**config.mk**
```make
export PLATFORM = sky130hd
export DESIGN_NAME = pmic_power_on_control
export DESIGN_NICKNAME = d
export VERILOG_FILES = /design/src/pmic_poc_pkg.sv /design/src/debounce_filter.sv /design/src/release_delay.sv /design/src/pmic_power_on_control.sv
export VERILOG_INCLUDE_DIRS = /design/src /design/src/src
export SDC_FILE = /design/constraint.sdc
export NUM_CORES = 1
export LEC_CHECK = 0
export BUFFER_PORTS_ARGS = -buffer_cell sky130_fd_sc_hd__buf_2
export CORE_MARGIN = 10
export CORE_UTILIZATION = 45
export DETAILED_ROUTE_END_ITERATION = 7
export GPL_TIMING_DRIVEN = 0
export PLACE_DENSITY = 0.72
export SLEW_MARGIN = 30
export SYNTH_ARGS = -nofsm -noshare
export SYNTH_HDL_FRONTEND = slang
export SYNTH_HIERARCHICAL = 1
export SYNTH_SLANG_ARGS = --single-unit
```
**constraint.sdc**
```tcl
create_clock -name clk_sys -period 6.2 [get_ports clk_sys]
set_input_delay 0 -clock clk_sys [delete_from_list [all_inputs] [get_ports clk_sys]]
set_output_delay 0 -clock clk_sys [all_outputs]
set_load 0.02 [all_outputs]
```
**src/pmic_poc_cfg.svh**
```systemverilog
// constants for the power-on control block: offsets, fields, reset values, timing
`ifndef PMIC_POC_CFG_SVH
`define PMIC_POC_CFG_SVH

// system clock
`define CLK_HZ            125000000
`define CLK_PERIOD_NS     8

// rails: three step-down converters and two linear regulators
`define RAIL_COUNT        5
// start-up order, step 0 in the low bits, one rail index per 3-bit slot
`define START_ORDER       {3'h4, 3'h3, 3'h2, 3'h1, 3'h0}

// timing, each in its own unit with the figure as printed
`define DEBOUNCE_MS       20
`define SEQ_STEP_US       100
`define LONG_PRESS_S      15
`define LONG_PULSE_MS     0.5
`define DELAY0_MS         1
`define DELAY1_MS         10
`define DELAY2_MS         20
`define DELAY3_MS         100

// register byte offsets
`define OFS_CTRL          8'h00
`define OFS_FAULT_MASK    8'h04
`define OFS_STATUS        8'h08
`define OFS_IRQ_STATUS    8'h0C
`define OFS_IRQ_MASK      8'h10

// control register fields
`define CTRL_LONG_EN_BIT  0
`define CTRL_DELAY_LSB    1
`define CTRL_LED_LVL_BIT  3
`define CTRL_WIDTH        4

// reset values
`define CTRL_RESET        4'h0
`define FAULT_MASK_RESET  5'h1F
`define IRQ_MASK_RESET    5'h00

// interrupt bit positions
`define IRQ_POWERED_UP    0
`define IRQ_POWERED_DOWN  1
`define IRQ_LONG_PRESS    2
`define IRQ_SUPPLY_FAULT  3
`define IRQ_BUTTON_PRESS  4
`define IRQ_COUNT         5

`endif

```
**src/pmic_poc_pkg.sv**
```systemverilog
// types shared by the power-on control modules
package pmic_poc_pkg;
`include "pmic_poc_cfg.svh"

   typedef enum logic [1:0] {PWR_OFF, PWR_RAMP, PWR_ON} pwr_state_type;

   typedef struct packed {
      logic       ledLevel;
      logic [1:0] delaySel;
      logic       longPressEn;
   } ctrl_type;

   typedef struct packed {
      logic        stable;
      logic [31:0] cnt;
   } debounce_state_type;

   typedef struct packed {
      logic        released;
      logic [31:0] cnt;
   } delay_state_type;

   typedef struct packed {
      pwr_state_type           pwrState;
      logic [`RAIL_COUNT-1:0]  railOn;
      logic [2:0]              step;
      logic [31:0]             stepCnt;
      logic [31:0]             pressCnt;
      logic                    pressFired;
      logic [31:0]             pulseCnt;
      ctrl_type                ctrl;
      logic [`RAIL_COUNT-1:0]  faultMask;
      logic [`IRQ_COUNT-1:0]   irqStatus;
      logic [`IRQ_COUNT-1:0]   irqMask;
      logic [31:0]             rdata;
      logic                    echoOe;
      logic                    supplyOkOe;
      logic                    resetOe;
      logic                    ledSelA;
      logic                    ledSelB;
      logic                    prevPressed;
      logic                    prevOkRel;
   } poc_state_type;

endpackage : pmic_poc_pkg

```
**src/debounce_filter.sv**
```systemverilog
// debounce filter for an active-low push-button level
`timescale 1ns/1ps
module debounce_filter
   import pmic_poc_pkg::*;
#(
   parameter logic [31:0] LIMIT = 32'h0000_0010
) (
   input  wire logic clk_sys,
   input  wire logic rst,
   input  wire logic rawN,
   output      logic stableN
);
   debounce_state_type s_reg;
   debounce_state_type s_next;

   // the output follows the input only after it stayed different for LIMIT cycles
   always_comb begin
      s_next = s_reg;
      if (rawN == s_reg.stable) begin
         s_next.cnt = 32'h0;
      end else if (s_reg.cnt >= LIMIT - 32'h1) begin
         s_next.stable = rawN;
         s_next.cnt    = 32'h0;
      end else begin
         s_next.cnt = s_reg.cnt + 32'h1;
      end
   end

   // released is the safe state out of reset
   always_ff @(posedge clk_sys or posedge rst) begin
      if (rst) begin
         s_reg <= '{stable: 1'b1, cnt: 32'h0};
      end else begin
         s_reg <= s_next;
      end
   end

   assign stableN = s_reg.stable;
endmodule : debounce_filter

```
**src/release_delay.sv**
```systemverilog
// release timer: output rises a chosen number of cycles after hold drops
`timescale 1ns/1ps
module release_delay
   import pmic_poc_pkg::*;
(
   input  wire logic        clk_sys,
   input  wire logic        rst,
   input  wire logic        hold,
   input  wire logic [31:0] limit,
   output      logic        released
);
   delay_state_type s_reg;
   delay_state_type s_next;

   // any hold restarts the wait, so a glitching source never releases early
   always_comb begin
      s_next = s_reg;
      if (hold) begin
         s_next.cnt      = 32'h0;
         s_next.released = 1'b0;
      end else if (!s_reg.released) begin
         if (s_reg.cnt >= limit - 32'h1) begin
            s_next.released = 1'b1;
         end else begin
            s_next.cnt = s_reg.cnt + 32'h1;
         end
      end
   end

   always_ff @(posedge clk_sys or posedge rst) begin
      if (rst) begin
         s_reg <= '{released: 1'b0, cnt: 32'h0};
      end else begin
         s_reg <= s_next;
      end
   end

   assign released = s_reg.released;
endmodule : release_delay

```
**src/pmic_power_on_control.sv**
```systemverilog
// power-on control: button sequencing, hold-on, power-good, reset, led current select
`timescale 1ns/1ps
module pmic_power_on_control
   import pmic_poc_pkg::*;
#(
   parameter logic [31:0] DEBOUNCE_CYCLES = 32'(64'(`DEBOUNCE_MS) * 64'(`CLK_HZ) / 64'd1000),
   parameter logic [31:0] SEQ_STEP_CYCLES = 32'(64'(`SEQ_STEP_US) * 64'(`CLK_HZ) / 64'd1000000),
   parameter logic [31:0] LONG_PRESS_CYCLES = 32'(64'(`LONG_PRESS_S) * 64'(`CLK_HZ)),
   parameter logic [31:0] LONG_PULSE_CYCLES = 32'($rtoi(`LONG_PULSE_MS * `CLK_HZ / 1000.0)),
   parameter logic [31:0] DELAY0_CYCLES = 32'(64'(`DELAY0_MS) * 64'(`CLK_HZ) / 64'd1000),
   parameter logic [31:0] DELAY1_CYCLES = 32'(64'(`DELAY1_MS) * 64'(`CLK_HZ) / 64'd1000),
   parameter logic [31:0] DELAY2_CYCLES = 32'(64'(`DELAY2_MS) * 64'(`CLK_HZ) / 64'd1000),
   parameter logic [31:0] DELAY3_CYCLES = 32'(64'(`DELAY3_MS) * 64'(`CLK_HZ) / 64'd1000)
) (
   input  wire logic                   clk_sys,
   input  wire logic                   rst,
   // register port
   input  wire logic [7:0]             regAddr,
   input  wire logic [31:0]            regWrData,
   input  wire logic                   regWrite,
   input  wire logic                   regRead,
   output      logic [31:0]            regRdData,
   // button, processor hold-on, comparator and rail faults
   input  wire logic                   pushButtonN,
   input  wire logic                   holdOn,
   input  wire logic                   thresholdLow,
   input  wire logic [`RAIL_COUNT-1:0] railFault,
   // rail enables
   output      logic [`RAIL_COUNT-1:0] railEnable,
   // open-drain outputs: level and enable
   output      logic                   buttonEchoOut,
   output      logic                   buttonEchoOe,
   output      logic                   supplyOkOut,
   output      logic                   supplyOkOe,
   output      logic                   resetOutN,
   output      logic                   resetOe,
   // led current-set resistor select
   output      logic                   ledCurrentSetA,
   output      logic                   ledCurrentSetB,
   // interrupt
   output      logic                   irq
);

   ////////////////////////////////////////////////////////////////////////////////////////
   // declarations

   // start-up order as 3-bit rail indices, step 0 in the low bits
   localparam logic [3*`RAIL_COUNT-1:0] START_ORDER = `START_ORDER;
   localparam logic [2:0]              LAST_STEP   = 3'(`RAIL_COUNT);

   poc_state_type          s_reg;
   poc_state_type          s_next;
   logic                   btnStableN;
   logic                   pressed;
   logic                   okHold;
   logic                   okReleased;
   logic                   rstHold;
   logic                   rstReleased;
   logic [31:0]            delayLimit;
   logic [`IRQ_COUNT-1:0]  events;
   logic [`IRQ_COUNT-1:0]  irqClear;
   logic [2:0]             railIdx;
   logic [31:0]            statusWord;

   ////////////////////////////////////////////////////////////////////////////////////////
   // button filter

   // every use of the button goes through the filter, never the raw pin
   // the trade: every action lags the press by the filter interval
   debounce_filter #(
      .LIMIT   (DEBOUNCE_CYCLES)
   ) u_debounce (
      .clk_sys (clk_sys),
      .rst     (rst),
      .rawN    (pushButtonN),
      .stableN (btnStableN)
   );

   // the rest of the block works with an active-high press
   assign pressed = ~btnStableN;

   ////////////////////////////////////////////////////////////////////////////////////////
   // release delays for power-good and reset

   // one selectable delay serves both outputs
   // a new selection acts at once on a count already running
   always_comb begin
      unique case (s_reg.ctrl.delaySel)
         2'h0:    delayLimit = DELAY0_CYCLES;
         2'h1:    delayLimit = DELAY1_CYCLES;
         2'h2:    delayLimit = DELAY2_CYCLES;
         2'h3:    delayLimit = DELAY3_CYCLES;
      endcase
   end

   // power-good holds while not fully on or a selected rail faults
   // an unfinished start-up counts as a fault, so power-good only leads reset while the comparator holds reset
   assign okHold = (s_reg.pwrState != PWR_ON) | (|(railFault & s_reg.faultMask));

   release_delay u_ok_delay (
      .clk_sys  (clk_sys),
      .rst      (rst),
      .hold     (okHold),
      .limit    (delayLimit),
      .released (okReleased)
   );

   // reset holds while the comparator is low, and while the rails are not all up
   // the comparator alone can hold reset in an otherwise healthy system
   assign rstHold = thresholdLow | (s_reg.pwrState != PWR_ON);

   release_delay u_rst_delay (
      .clk_sys  (clk_sys),
      .rst      (rst),
      .hold     (rstHold),
      .limit    (delayLimit),
      .released (rstReleased)
   );

   // status word as software sees it; live pins sit beside the registered state
   assign statusWord = {19'h0, pressed, holdOn, thresholdLow, okReleased, rstReleased,
                        s_reg.railOn, 1'b0, s_reg.pwrState};

   ////////////////////////////////////////////////////////////////////////////////////////
   // next state

   always_comb begin
      s_next   = s_reg;
      events   = '0;
      irqClear = '0;
      railIdx  = 3'h0;

      // read data stand for one cycle only, zero otherwise
      // a zeroed bus lets several blocks share one or-ed read path
      s_next.rdata = 32'h0;

      // power sequencing
      unique case (s_reg.pwrState)
         PWR_OFF: begin
            // a ramp always begins from all rails off
            if (pressed) begin
               s_next.pwrState = PWR_RAMP;
               s_next.step     = 3'h0;
               s_next.stepCnt  = 32'h0;
               s_next.railOn   = '0;
            end
         end
         PWR_RAMP: begin
            // one rail per step, the step interval between successive rails
            if (s_reg.stepCnt != 32'h0) begin
               s_next.stepCnt = s_reg.stepCnt - 32'h1;
            end else if (s_reg.step < LAST_STEP) begin
               railIdx                 = START_ORDER[3*s_reg.step +: 3];
               s_next.railOn[railIdx]  = 1'b1;
               s_next.step             = s_reg.step + 3'h1;
               // preloaded one short, since the reload cycle counts too
               s_next.stepCnt          = SEQ_STEP_CYCLES - 32'h1;
            end else begin
               s_next.pwrState                = PWR_ON;
               events[`IRQ_POWERED_UP]        = 1'b1;
            end
         end
         PWR_ON: begin
            // rails stay as they are; only the shutdown test below drops them
            s_next.railOn = s_reg.railOn;
         end
         default: begin
            // the unused code falls back to off with every rail dropped
            s_next.pwrState = PWR_OFF;
            s_next.railOn   = '0;
         end
      endcase

      // the processor keeps the system on through hold-on once the button lets go
      // this also cuts a ramp short, so a half-started system is never left up
      if ((s_reg.pwrState != PWR_OFF) && !pressed && !holdOn) begin
         s_next.pwrState              = PWR_OFF;
         s_next.railOn                = '0;
         s_next.step                  = 3'h0;
         s_next.stepCnt               = 32'h0;
         events[`IRQ_POWERED_DOWN]    = 1'b1;
      end

      // long press: counts held cycles and fires once per press
      // the count stops at the threshold, so a press held for minutes fires once
      if (pressed) begin
         if (s_reg.pressCnt != LONG_PRESS_CYCLES) begin
            s_next.pressCnt = s_reg.pressCnt + 32'h1;
         end else if (!s_reg.pressFired) begin
            s_next.pressFired           = 1'b1;
            events[`IRQ_LONG_PRESS]     = 1'b1;
            if (s_reg.ctrl.longPressEn) begin
               s_next.pulseCnt = LONG_PULSE_CYCLES;
            end
         end
      end else begin
         // letting go rearms the detector for the next press
         s_next.pressCnt   = 32'h0;
         s_next.pressFired = 1'b0;
      end

      // the pulse runs out on its own even if the button is let go
      // it pulls power-good low on top of any fault, never instead of one
      if (s_reg.pulseCnt != 32'h0) begin
         s_next.pulseCnt = s_reg.pulseCnt - 32'h1;
      end

      // edge events
      // a press during start-up still flags an event; software may ignore it
      s_next.prevPressed = pressed;
      s_next.prevOkRel   = okReleased;
      if (pressed && !s_reg.prevPressed) begin
         events[`IRQ_BUTTON_PRESS] = 1'b1;
      end
      if (!okReleased && s_reg.prevOkRel) begin
         events[`IRQ_SUPPLY_FAULT] = 1'b1;
      end

      // open-drain enables and led select, registered so no decode glitch reaches a pad
      s_next.echoOe     = pressed;

      // power-good: a held timer, or the long-press pulse while it runs
      s_next.supplyOkOe = !okReleased || (s_reg.pulseCnt != 32'h0);

      // reset follows its own timer, which shares the delay selection
      s_next.resetOe    = !rstReleased;

      // the two selects are complements, so one resistor serves both sinks
      s_next.ledSelA    = s_reg.ctrl.ledLevel;
      s_next.ledSelB    = !s_reg.ctrl.ledLevel;

      // register writes
      if (regWrite) begin
         unique case (regAddr)
            `OFS_CTRL: begin
               s_next.ctrl = ctrl_type'(regWrData[`CTRL_WIDTH-1:0]);
            end
            `OFS_FAULT_MASK: begin
               s_next.faultMask = regWrData[`RAIL_COUNT-1:0];
            end
            `OFS_IRQ_STATUS: begin
               // write one to clear; a new event still wins below
               irqClear = regWrData[`IRQ_COUNT-1:0];
            end
            `OFS_IRQ_MASK: begin
               s_next.irqMask = regWrData[`IRQ_COUNT-1:0];
            end
            default: begin
               // status is read-only, so its writes end here and are dropped
               s_next.ctrl = s_reg.ctrl;
            end
         endcase
      end

      // sticky status: a new event wins over a clear in the same cycle
      // so an event in the cycle of a clear is never lost
      s_next.irqStatus = (s_reg.irqStatus & ~irqClear) | events;

      // register reads, unmapped offsets read zero
      // reads have no side effects, so polling never clears a status bit
      if (regRead) begin
         unique case (regAddr)
            `OFS_CTRL: begin
               s_next.rdata = {28'h0, s_reg.ctrl};
            end
            `OFS_FAULT_MASK: begin
               s_next.rdata = {27'h0, s_reg.faultMask};
            end
            `OFS_STATUS: begin
               s_next.rdata = statusWord;
            end
            `OFS_IRQ_STATUS: begin
               s_next.rdata = {27'h0, s_reg.irqStatus};
            end
            `OFS_IRQ_MASK: begin
               s_next.rdata = {27'h0, s_reg.irqMask};
            end
            default: begin
               s_next.rdata = 32'h0;
            end
         endcase
      end
   end

   ////////////////////////////////////////////////////////////////////////////////////////
   // state register

   // out of reset every rail is off and reset and power-good are both pulled low
   // a reset in mid-run drops every rail at once, without a ramp down
   always_ff @(posedge clk_sys or posedge rst) begin
      if (rst) begin
         s_reg             <= '0;
         s_reg.pwrState    <= PWR_OFF;
         s_reg.ctrl        <= ctrl_type'(`CTRL_RESET);
         s_reg.faultMask   <= `FAULT_MASK_RESET;
         s_reg.irqMask     <= `IRQ_MASK_RESET;
         s_reg.supplyOkOe  <= 1'b1;
         s_reg.resetOe     <= 1'b1;
         // the level bit resets to zero, which picks resistor b
         s_reg.ledSelB     <= 1'b1;
      end else begin
         s_reg <= s_next;
      end
   end

   ////////////////////////////////////////////////////////////////////////////////////////
   // outputs

   // open-drain pins only ever drive low; the enable carries the information
   // the pad must never drive high, or the shared line would fight other drivers
   assign buttonEchoOut  = 1'b0;
   assign supplyOkOut    = 1'b0;
   assign resetOutN      = 1'b0;
   assign buttonEchoOe   = s_reg.echoOe;
   assign supplyOkOe     = s_reg.supplyOkOe;
   assign resetOe        = s_reg.resetOe;
   assign railEnable     = s_reg.railOn;
   assign ledCurrentSetA = s_reg.ledSelA;
   assign ledCurrentSetB = s_reg.ledSelB;
   assign regRdData      = s_reg.rdata;

   ////////////////////////////////////////////////////////////////////////////////////////
   // interrupt

   // the level stays up until software clears the status bit or masks it
   assign irq            = |(s_reg.irqStatus & s_reg.irqMask);

endmodule : pmic_power_on_control

```
Word level (Yosys, flattened, before mapping):

Index checks and enable logic that the tools add are counted.

* flip-flop bits (word level): 263
* output and inout bits: 46
* word-level logic and storage cells: 153

* $add $sub $neg: 8
* $mul: 1
* $lt $le $gt $ge: 6
* equal/unequal tests: 26
* shift-type cells: 1
* multiplexer cells: 42
* bitwise gates (word level): 10
* reductions and logical operators: 33

Operators with widths (count)
* $mux W32: 10
* $mux W33: 6
* $add A32 B1 Y32 const B: 4
* $pmux W32 S4: 1
* $sub A32 B1 Y32 const B: 3
* $mux W42: 2
* $pmux W35 S2: 1
* $pmux W13 S5: 1
* $ge A32 B32 Y1: 2
* $reduce_bool A32 Y1: 2
* $mux W40: 1
* $ge A32 B22 Y1 const B: 1
* $ne A32 B31 Y1 const B: 1
* $eq A8 B4 Y1 const B: 2
* $reduce_and A4 Y1: 4
* $and A5 B5 Y5: 3
* $pmux W5 S3: 1
* $shiftx A15 B6 Y3 const A: 1
* $ne A2 B2 Y1 const B: 7
* $mux W13: 1
* $mux W1: 12
* $ne A3 B3 Y1 const B: 4
* $reduce_and A2 Y1: 6
* $mux W10: 1
* 29 further kinds: 50

Longest topological paths before layout:

Gate-level depths: netlist (run 1).

* depth after elaboration: 11
* mapped depth: 21
* mapped depth without buffers: 19

Modules after synthesis:

The synthesis (run 1) kept the hierarchy.

Modules (own cells, without submodules)
* pmic_power_on_control: instances 1, cells an instance 768, area an instance 7512.2 um^2, sequential area each 3638.5 um^2
* release_delay at u_ok_delay: instances 1, cells an instance 370, area an instance 3219.3 um^2, sequential area each 825.8 um^2
* release_delay at u_rst_delay: instances 1, cells an instance 366, area an instance 3045.4 um^2, sequential area each 825.8 um^2
* debounce_filter: instances 1, cells an instance 135, area an instance 1475.2 um^2, sequential area each 827.0 um^2

Worst setup path before layout (run 1):

Ideal clock, no wire load.

* path kind: register to register
* start point: register, netlist name s_reg[55]
* end point: register u_rst_delay/s_reg[12] (netlist name)
* data arrival time: 5145 ps
* required time: 6122 ps
* path slack: 977 ps
* stages on the path, launching flop included: 19
* path buffers: 1
* clock period less this slack: 5223 ps
* cell sequence: dfrtp_1 -> ha_1 -> or2_2 -> or3_1 -> or3_1 -> or4_4 -> nor4_4 -> nand2_2 -> nor2_1 -> xnor2_1 -> ha_1 -> nand4_1 -> nor2_1 -> a2111oi_0 -> o211ai_1 -> a21o_1 -> buf_2 -> or4_1 -> a21oi_1

RTL lines
* end signal: assignment: line release_delay.sv:32 `s_reg <= '{released: 1'b0, cnt: 32'h0};`
* end signal: assignment: line release_delay.sv:34 `s_reg <= s_next;`
* end: declaration: line release_delay.sv:12 `delay_state_type s_reg;`

==> results_dict.tcl, run 1 <==
set metrics [dict create \
    yosysSeqAreaShare 0.401 \
    start_util 0.456 \
    ys_warn_count 6 \
    viasPerCell 5.52 \
    yosys.area.top_type "dfrtp_1" \
    synth_simple_gate_area_frac 0.266 \
    drc 0 \
    worst_pin_slew_ns 0.845 \
    antenna_found_initial 3 \
    synthAdderAreaFrac 0.0673 \
    grt_max_degree 78 \
    setup-violations-final 0 \
    clock_skew_ns 0.0216 \
    drtAntennaViolNets 0 \
    final_common_cell "dfrtp_1" \
    dp_hpwl_mm 26.7 \
    port-buffer-count 46 \
    met3_usage 0.0269 \
    core_sq_um 33400 \
    netlist_area_sq_um 15300 \
    p_leak_nw 7.74 \
    firstDrtPassIters 6 \
    yosysUniqueCellTypes 89 \
    critPathRequiredTime_ns 6.60 \
    routed_wl_mm 36.8 \
    die-area_sq_um 41700 \
    p_per_area_nw_per_um2 244 \
    synthesis.area_per_instance_sq_um 9.31 \
    die_x_microns 204 \
    critPathLaunchType "flop" \
    worstSkewPairLatency_ns 0.54 \
    cts_tree "done" \
    utilization 0.526 \
    cts_buffer_depth 3 \
    ys.flop_type "dfrtp_1" \
    final-hold-violation-count 0 \
    drv_cap 0 \
    arrival_ns 6.23 \
    drive_gt1_frac 0.128 \
    vias 12700 \
    fin_nets 1971 \
    synth.top_cell.area_share 0.386 \
    track_usage 0.172 \
    cts-htree-levels 1 \
    syn_to_final_growth_pct 15.3 \
    synth_mux_area_frac 0.0208 \
    synth_edf_count 0 \
    hp-class "primary input to flop" \
    path_max_fanout 30 \
    final-max-slew-violation-count 0 \
    vdd_ir_drop_max_uv 320 \
    cts.sinks 244 \
    wl_per_cell_microns 15.9 \
    slew_headroom 0.435 \
    busiest_layer "met2" \
    root_buffer "clkbuf_16" \
    drt_iter0_drc 818 \
    synth_compound_area_frac 0.106 \
    die_h_microns 204 \
    final_cell_mix "dfrtp_1 (235), nor2_1 (179), nand2_1 (125), conb_1 (106), xnor2_1 (91)" \
    r2r_setup_slack_ns 0.37 \
    period_minus_slack_ns 5.83 \
    worstSetupPathType "flop to flop" \
    postSynthCellCount 1639 \
    fmax_mhz 172 \
    status "completed" \
    met2_usage 0.288 \
    rows 67 \
    num_io_pins 98 \
    ys_async_sr_fraction 1.00 \
    synth_xor_area_frac 0.0902 \
    path_clk_slew_ns 0.06 \
    critPathCaptureType "flop" \
    ys_top_cells_by_area "dfrtp_1 (39%), ha_1 (6.7%), xnor2_1 (5.2%)" \
    rsz0062_at_grt "no" \
    synth_top_family_by_area "simple AND/OR/NAND/NOR gates" \
    use_met1 0.227 \
    finalSetupTns_ns 0 \
    ys_seq_elements 244 \
    overflow 0 \
    grt_pass1_vias 12100 \
    grt_pass1_wl_mm 60.8 \
    gp_congestion 0.882 \
    largest_reg_flops 122 \
    finalCritPeriodShare 0.940 \
    cts_buffers 26 \
]
==> worst paths after layout <==
path,depth (start not counted),end,startpoint
max in group asynchronous,4,supplyOkOe,rst
worst max register to register,18,u_rst_delay/s_reg[28],s_reg[55]
worst max-delay path,18,u_rst_delay/s_reg[28],s_reg[55]
worst min register to register,1,s_reg[46],s_reg[90]
min in group asynchronous,3,regRdData[7],rst
worst min-delay path,5,regRdData[1],regAddr[1]
==> through the flow <==
stage	instances	power, W	hold WS (ns)	setup slack [ns]	area (sq um)
final	2308	0.00428	0.0677	0.374	17600
after global routing	2308	0.00449	0.0623	0.0190	17600
after CTS	2303	0.00430	0.0335	0.0955	17500
after detailed placement	2238	0.00266	0.189	0.145	16500
after global placement	2237	0.00263	0.263	0.227	16400
after floorplan	1743	0.00247	0.128	0.977	15600
==> per-layer routing <==
layer,wire length [microns],vias up,part of all wire
li1,-,6218,-
met1,16500,6195,0.45
met2,17800,281,0.48
met3,1720,47,0.047
met4,719,0,0.020
met5,0,-,0
==> report_power, final <==
group	switching [W]	leakage [nW]	total [W]	internal, W
clock	0.000649	0.424	0.00162	0.000972
combinational	0.000512	4.01	0.000874	0.000362
sequential	0.0000984	3.31	0.00179	0.00169
==> critical path: stages, from the launching register on <==
cell,delay (ns)
dfrtp_1,0.44
ha_1,0.48
or2_4,0.50
or3_1,0.36
or3_1,0.38
or4_4,0.56
nor4_4,0.25
nand2_2,0.15
nor2_1,0.18
xnor2_1,0.09
ha_1,0.29
nand4_1,0.19
nor2_1,0.07
a2111oi_0,0.38
o211ai_1,0.29
buf_4,0.21
a21oi_1,0.49
o21ai_0,0.17
a22o_1,0.21
==> logic make-up after synthesis <==
family	Yosys count
compound gates	244
xor+xnor	157
flops	244
buf+inv	137
other cells	2
fa+ha+maj	82
mux	27
simple gates	746
==> synth_stat cells (all sizes together), types with 25 or more instances <==
library cell and count:
nor3 71, ha 82, nor2 181, nand2 127
or4 44, and3 32, nand4 51, o21ai 48
a21oi 81, or3 28, nand3 73, clkbuf 29
inv 45, xnor2 91, nor4 44, xor2 66
dfrtp 235, buf 62, o31ai 30, mux2 25
==> what timing repair did <==
item | CTS | global route
resized for setup | 0 | 4
hold endpoints to repair | 210 | 0
endpoints found under the setup margin | 0 | 47
buffers inserted | 0 | 2
hold buffers | 17 | 0
==> layout make-up <==
| cell class | instances | area, sq um |
|---|---|---|
| Tap cell | 448 | 561 |
| Clock buffer | 38 | 757 |
| Multi-Input combinational cell | 1362 | 8820 |
| Sequential cell | 244 | 6120 |
| Inverter | 46 | 180 |
| Timing Repair Buffer | 66 | 443 |
| Fill cell | 2997 | 15900 |
| Antenna cell | 3 | 7.51 |
| Clock inverter | 10 | 135 |
| Buffer | 91 | 557 |
(Power assumes the default switching activity.)
==> run 2: changes to the inputs <==
Settings changed: MAX_ROUTING_LAYER set to met4.
==> run 2 against run 1 <==
  * Cell area unchanged
  * Maximum frequency is essentially flat
  * Sequential cell count is the same
  * Highest routed layer unchanged
==> results_dict.tcl, run 2 (same netlist as run 1, synthesis figures left out) <==
set metrics [dict create \
    largest_reg_flops 122 \
    postPlaceCellArea_sq_um 16500 \
    die-area_sq_um 41700 \
    vdd_ir_drop_max_uv 321 \
    firstDrtPassIters 5 \
    hp-class "primary input to flop" \
    core_sq_um 33400 \
    grt_pass1_vias 12100 \
    final_area_sq_um 17600 \
    track_usage 0.177 \
    p_switching_w 0.00126 \
    rows 67 \
    drc 0 \
    p_per_area_nw_per_um2 244 \
    r2r_cells 18 \
    path_clk_slew_ns 0.06 \
    drv_cap 0 \
    rsz0062_at_grt "no" \
    antenna_found_initial 3 \
    r2r-end "u_rst_delay/s_reg[28]" \
    cts_tree "done" \
    holdWs_ns 0.0708 \
    p_leak_nw 7.74 \
    critPathCaptureType "flop" \
    syn_to_final_growth_pct 15.3 \
    worstSkewPairLatency_ns 0.54 \
    drt_iter0_drc 887 \
    clock_skew_ns 0.0243 \
    seqPwrFrac 0.417 \
    r2r_setup_slack_ns 0.38 \
    worstSetupPathType "flop to flop" \
    setup-violations-final 0 \
    period_minus_slack_ns 5.82 \
    die_h_microns 204 \
    fin_nets 1971 \
    worst_pin_slew_ns 0.872 \
    critPathRequiredTime_ns 6.61 \
    fmax_mhz 172 \
    utilization 0.526 \
    cts-htree-levels 1 \
    start_util 0.456 \
    fill_cells 2997 \
    dp_hpwl_mm 26.7 \
    critPathLaunchType "flop" \
    hold_depth 5 \
    status "completed" \
    finalCritPeriodShare 0.939 \
    viasPerCell 5.49 \
    internal_power_w 0.00302 \
    grt_pass1_wl_mm 60.8 \
    die_x_microns 204 \
    hp-start "regAddr[1]" \
    gp_congestion 0.896 \
    final_common_cell "dfrtp_1" \
    fin_total_pwr_w 0.00428 \
    drive_gt1_frac 0.128 \
    comb_power_share 0.204 \
    port-buffer-count 46 \
    grt_max_degree 78 \
    cts_buffers 26 \
    finalSetupTns_ns 0 \
    routed_wl_mm 36.6 \
    cts.sinks 244 \
    final-max-slew-violation-count 0 \
    clockPowerShare 0.379 \
    final_cell_mix "dfrtp_1 (235), nor2_1 (179), nand2_1 (125), conb_1 (106), xnor2_1 (91)" \
    drtAntennaViolNets 0 \
    arrival_ns 6.23 \
    r2r_start "s_reg[55]" \
    path_max_fanout 30 \
    cts_buffer_depth 3 \
    whs_endpoint "regRdData[1]" \
    slew_headroom 0.416 \
    root_buffer "clkbuf_16" \
    swShare 0.295 \
    num_io_pins 98 \
    vias 12700 \
    overflow 0 \
    wl_per_cell_microns 15.9 \
    final-hold-violation-count 0 \
]
run 2: cell counts in the layout (fill, tap and decap cells not counted):
No cell type changed its count.
run 2: per-layer routing:
| layer | track usage | vias to the layer above | routed length [microns] |
|---|---|---|---|
| met4 | 0.0447 | 0 | 710 |
| met2 | 0.288 | 246 | 17800 |
| li1 | - | 6216 | - |
| met1 | 0.228 | 6142 | 16500 |
| met3 | 0.0250 | 57 | 1600 |
| met5 | - | - | 0 |
run 2: power by group through the flow:
stage | sequential (W) | combinational [W] | clock (W)
final | 0.00179 | 0.000875 | 0.00162
after global routing | 0.00180 | 0.000974 | 0.00172
after CTS | 0.00178 | 0.000863 | 0.00165
after detailed placement | 0.00181 | 0.000849 | 0
after global placement | 0.00181 | 0.000828 | 0
after floorplan | 0.00179 | 0.000686 | 0
run 2: worst max path at each step:
stage,slack [ns],endpoint,start,cells past startpoint
finish,0.38,u_rst_delay/s_reg[28],s_reg[55],18
global route,0.02,u_rst_delay/s_reg[27],s_reg[55],18
CTS,0.1,u_rst_delay/s_reg[29],s_reg[55],16
detailed placement,0.15,u_rst_delay/s_reg[7],s_reg[55],16
global placement,0.23,u_rst_delay/s_reg[3],s_reg[55],16
floorplan,0.98,u_rst_delay/s_reg[12],s_reg[55],18
run 2: critical path, cell delays in order, from the launching register on:
cell and delay, ns:
dfrtp_1 0.44, ha_1 0.47, or2_4 0.50, or3_1 0.36, or3_1 0.38, or4_4 0.56, nor4_4 0.25, nand2_2 0.15
nor2_1 0.18, xnor2_1 0.09, ha_1 0.29, nand4_1 0.19, nor2_1 0.07, a2111oi_0 0.38, o211ai_1 0.29, buf_4 0.21
a21oi_1 0.49, o21ai_0 0.18, a22o_1 0.21
run 2: area by class of cell:
cell class	count	area [sq um]	share of cell area
sequential	244	6120	0.348
clock inverter	10	135	0.00769
multi-input combinational	1362	8820	0.502
antenna	3	7.51	0.000427
clock buffer	38	757	0.0431
timing repair buffer	66	443	0.0252
tap	448	561	0.0319
inverter	46	180	0.0102
buffer	91	557	0.0317
run 2: stage by stage:
step / setup WS, ns / cells
finish: 0.379 / 2308
global route: 0.0203 / 2308
CTS: 0.0955 / 2303
detailed placement: 0.145 / 2238
global placement: 0.227 / 2237
floorplan: 0.977 / 1743
run 2: timing repair:
item,4_1_cts,5_1_grt
endpoints found under the setup margin,0,51
hold buffers,17,0
gates resized for setup,0,4
endpoints found under the hold margin,210,0
buffers inserted,0,2
==> run 3: changes to the inputs <==
Settings changed: BUFFER_PORTS_ARGS -buffer_cell sky130_fd_sc_hd__buf_2 to unset, DONT_BUFFER_PORTS set to 1, PLACE_DENSITY 0.72 to 0.7.
==> run 3 against run 2 <==
  * Total power about the same
  * Clock-buffer cell count shrank 2
  * Critical path depth unchanged
==> results_dict.tcl, run 3 (same netlist as run 1, synthesis figures left out) <==
set metrics [dict create \
    critPathSlowestCell "or4_4" \
    dp_hpwl_mm 26.7 \
    setup-violations-final 0 \
    die_h_microns 204 \
    antenna_found_initial 7 \
    comb_power_share 0.201 \
    met2_usage 0.299 \
    busiest_layer "met2" \
    worst_slack_ns 0.370 \
    vias 12500 \
    critPathRequiredTime_ns 6.65 \
    rsz0062_at_grt "no" \
    path_buf_inv 1 \
    clock_skew_ns 0.0114 \
    num_io_pins 98 \
    use_met1 0.225 \
    cts_tree "done" \
    cts.sinks 244 \
    path_cells "ha_1 > or2_4 > or3_1 > or3_1 > or4_4 > nor4_4 > nand2_2 > nor2_1 > xnor2_1 > ha_1 > nand4_1 > nor2_1 > a2111oi_0 > o211ai_1 > a21o_1 > buf_2 > or4_1 > a21oi_1" \
    worst_pin_slew_ns 0.810 \
    swShare 0.296 \
    root_buffer "clkbuf_16" \
    cts_setup_buffers 0 \
    internal_power_w 0.00302 \
    wl_per_cell_microns 16.2 \
    final_cell_mix "dfrtp_1 (235), nor2_1 (178), nand2_1 (125), conb_1 (106), xnor2_1 (91)" \
    r2r_setup_slack_ns 0.37 \
    final_common_cell "dfrtp_1" \
    holdWs_ns 0.0763 \
    drc 0 \
    p_per_area_nw_per_um2 246 \
    viasPerCell 5.52 \
    grt_max_degree 78 \
    syn_to_final_growth_pct 14.2 \
    path_max_fanout 30 \
    final-hold-violation-count 0 \
    seqPwrFrac 0.417 \
    core_sq_um 33400 \
    cts-htree-levels 1 \
    slew_headroom 0.460 \
    cpPeakStageDelay_ns 0.56 \
    finalCritPeriodShare 0.940 \
    clockPowerShare 0.382 \
    finalSetupTns_ns 0 \
    period_minus_slack_ns 5.83 \
    status "completed" \
    firstDrtPassIters 5 \
    drive_gt1_frac 0.109 \
    cts_buffers 27 \
    critPathCaptureType "flop" \
    routed_wl_mm 36.7 \
    met3_usage 0.0276 \
    worstSetupPathType "flop to flop" \
    vdd_ir_drop_max_uv 286 \
    grt_pass1_wl_mm 61.8 \
    hp-class "primary input to flop" \
    cts_buffer_depth 3 \
    rows 67 \
    critPathTopFamily "simple AND/OR/NAND/NOR gates" \
    largest_reg_flops 122 \
    place_ws_ns 0.0860 \
    grt_pass1_vias 12400 \
    fmax_mhz 172 \
    worstSkewPairLatency_ns 0.53 \
    p_switching_w 0.00127 \
    start_util 0.456 \
    critPathLaunchType "flop" \
    gp_congestion 0.893 \
    path_clk_slew_ns 0.06 \
    die_x_microns 204 \
    drtAntennaViolNets 0 \
    drt_iter0_drc 859 \
    arrival_ns 6.28 \
    overflow 0 \
    drv_cap 0 \
    port-buffer-count 0 \
    fill_cells 3056 \
    die-area_sq_um 41700 \
    final-max-slew-violation-count 0 \
    p_leak_nw 7.57 \
    fin_nets 1929 \
    track_usage 0.180 \
]
-- run 3: area by class of cell --
class / instances / area, sq um / share of cell area
well taps: 448 / 561 / 0.0322
clock buffers: 36 / 790 / 0.0453
repair buffers: 23 / 248 / 0.0142
clock inverters: 13 / 128 / 0.00732
flip-flops and latches: 244 / 6120 / 0.351
plain buffers: 91 / 557 / 0.0320
multi-input cells: 1362 / 8830 / 0.506
diodes: 8 / 20.0 / 0.00115
inverters: 46 / 180 / 0.0103
-- run 3: what timing repair did --
| action | in CTS | in global routing |
|---|---|---|
| resized for setup | 0 | 4 |
| hold buffers | 22 | 0 |
| setup endpoints to repair | 0 | 37 |
| endpoints found under the hold margin | 302 | 0 |
-- run 3: worst paths after layout --
path                             from                    end  cells after the start
hold / removal             regAddr[6]           regRdData[1]                      5
max in group asynchronous         rst                resetOe                      3
min in group asynchronous         rst           regRdData[2]                      2
hold reg to reg             s_reg[90]              s_reg[46]                      1
setup reg to reg            s_reg[55]  u_rst_delay/s_reg[25]                     18
setup / recovery            s_reg[55]  u_rst_delay/s_reg[25]                     18
-- run 3: power by group through the flow --
stage,combinational (W),sequential (W),clock (W)
global placement,0.000808,0.00181,0
CTS,0.000855,0.00179,0.00168
floorplan,0.000686,0.00179,0
global route,0.000967,0.00180,0.00173
detailed placement,0.000832,0.00181,0
finish,0.000863,0.00179,0.00164
-- run 3: routing by layer --
layer | part of all wire | wire (microns)
met5 | 0 | 0
met3 | 0.044 | 1620
met2 | 0.49 | 17900
met4 | 0.024 | 886
met1 | 0.44 | 16300
-- run 3: tightest hold or removal path: stages --
cell and delay (ns):
or4_1 0.14, nor2_1 0.06, and3_1 0.22, nand2_1 0.09, a21oi_1 0.06
-- run 3: through the flow --
step	util	instance area, sq um	cells	total power (W)
global placement	0.484	16200	2191	0.00262
floorplan	-	15600	1743	0.00247
CTS	0.520	17400	2263	0.00432
global route	0.521	17400	2270	0.00450
finish	0.521	17400	2271	0.00429
detailed placement	0.486	16200	2192	0.00265
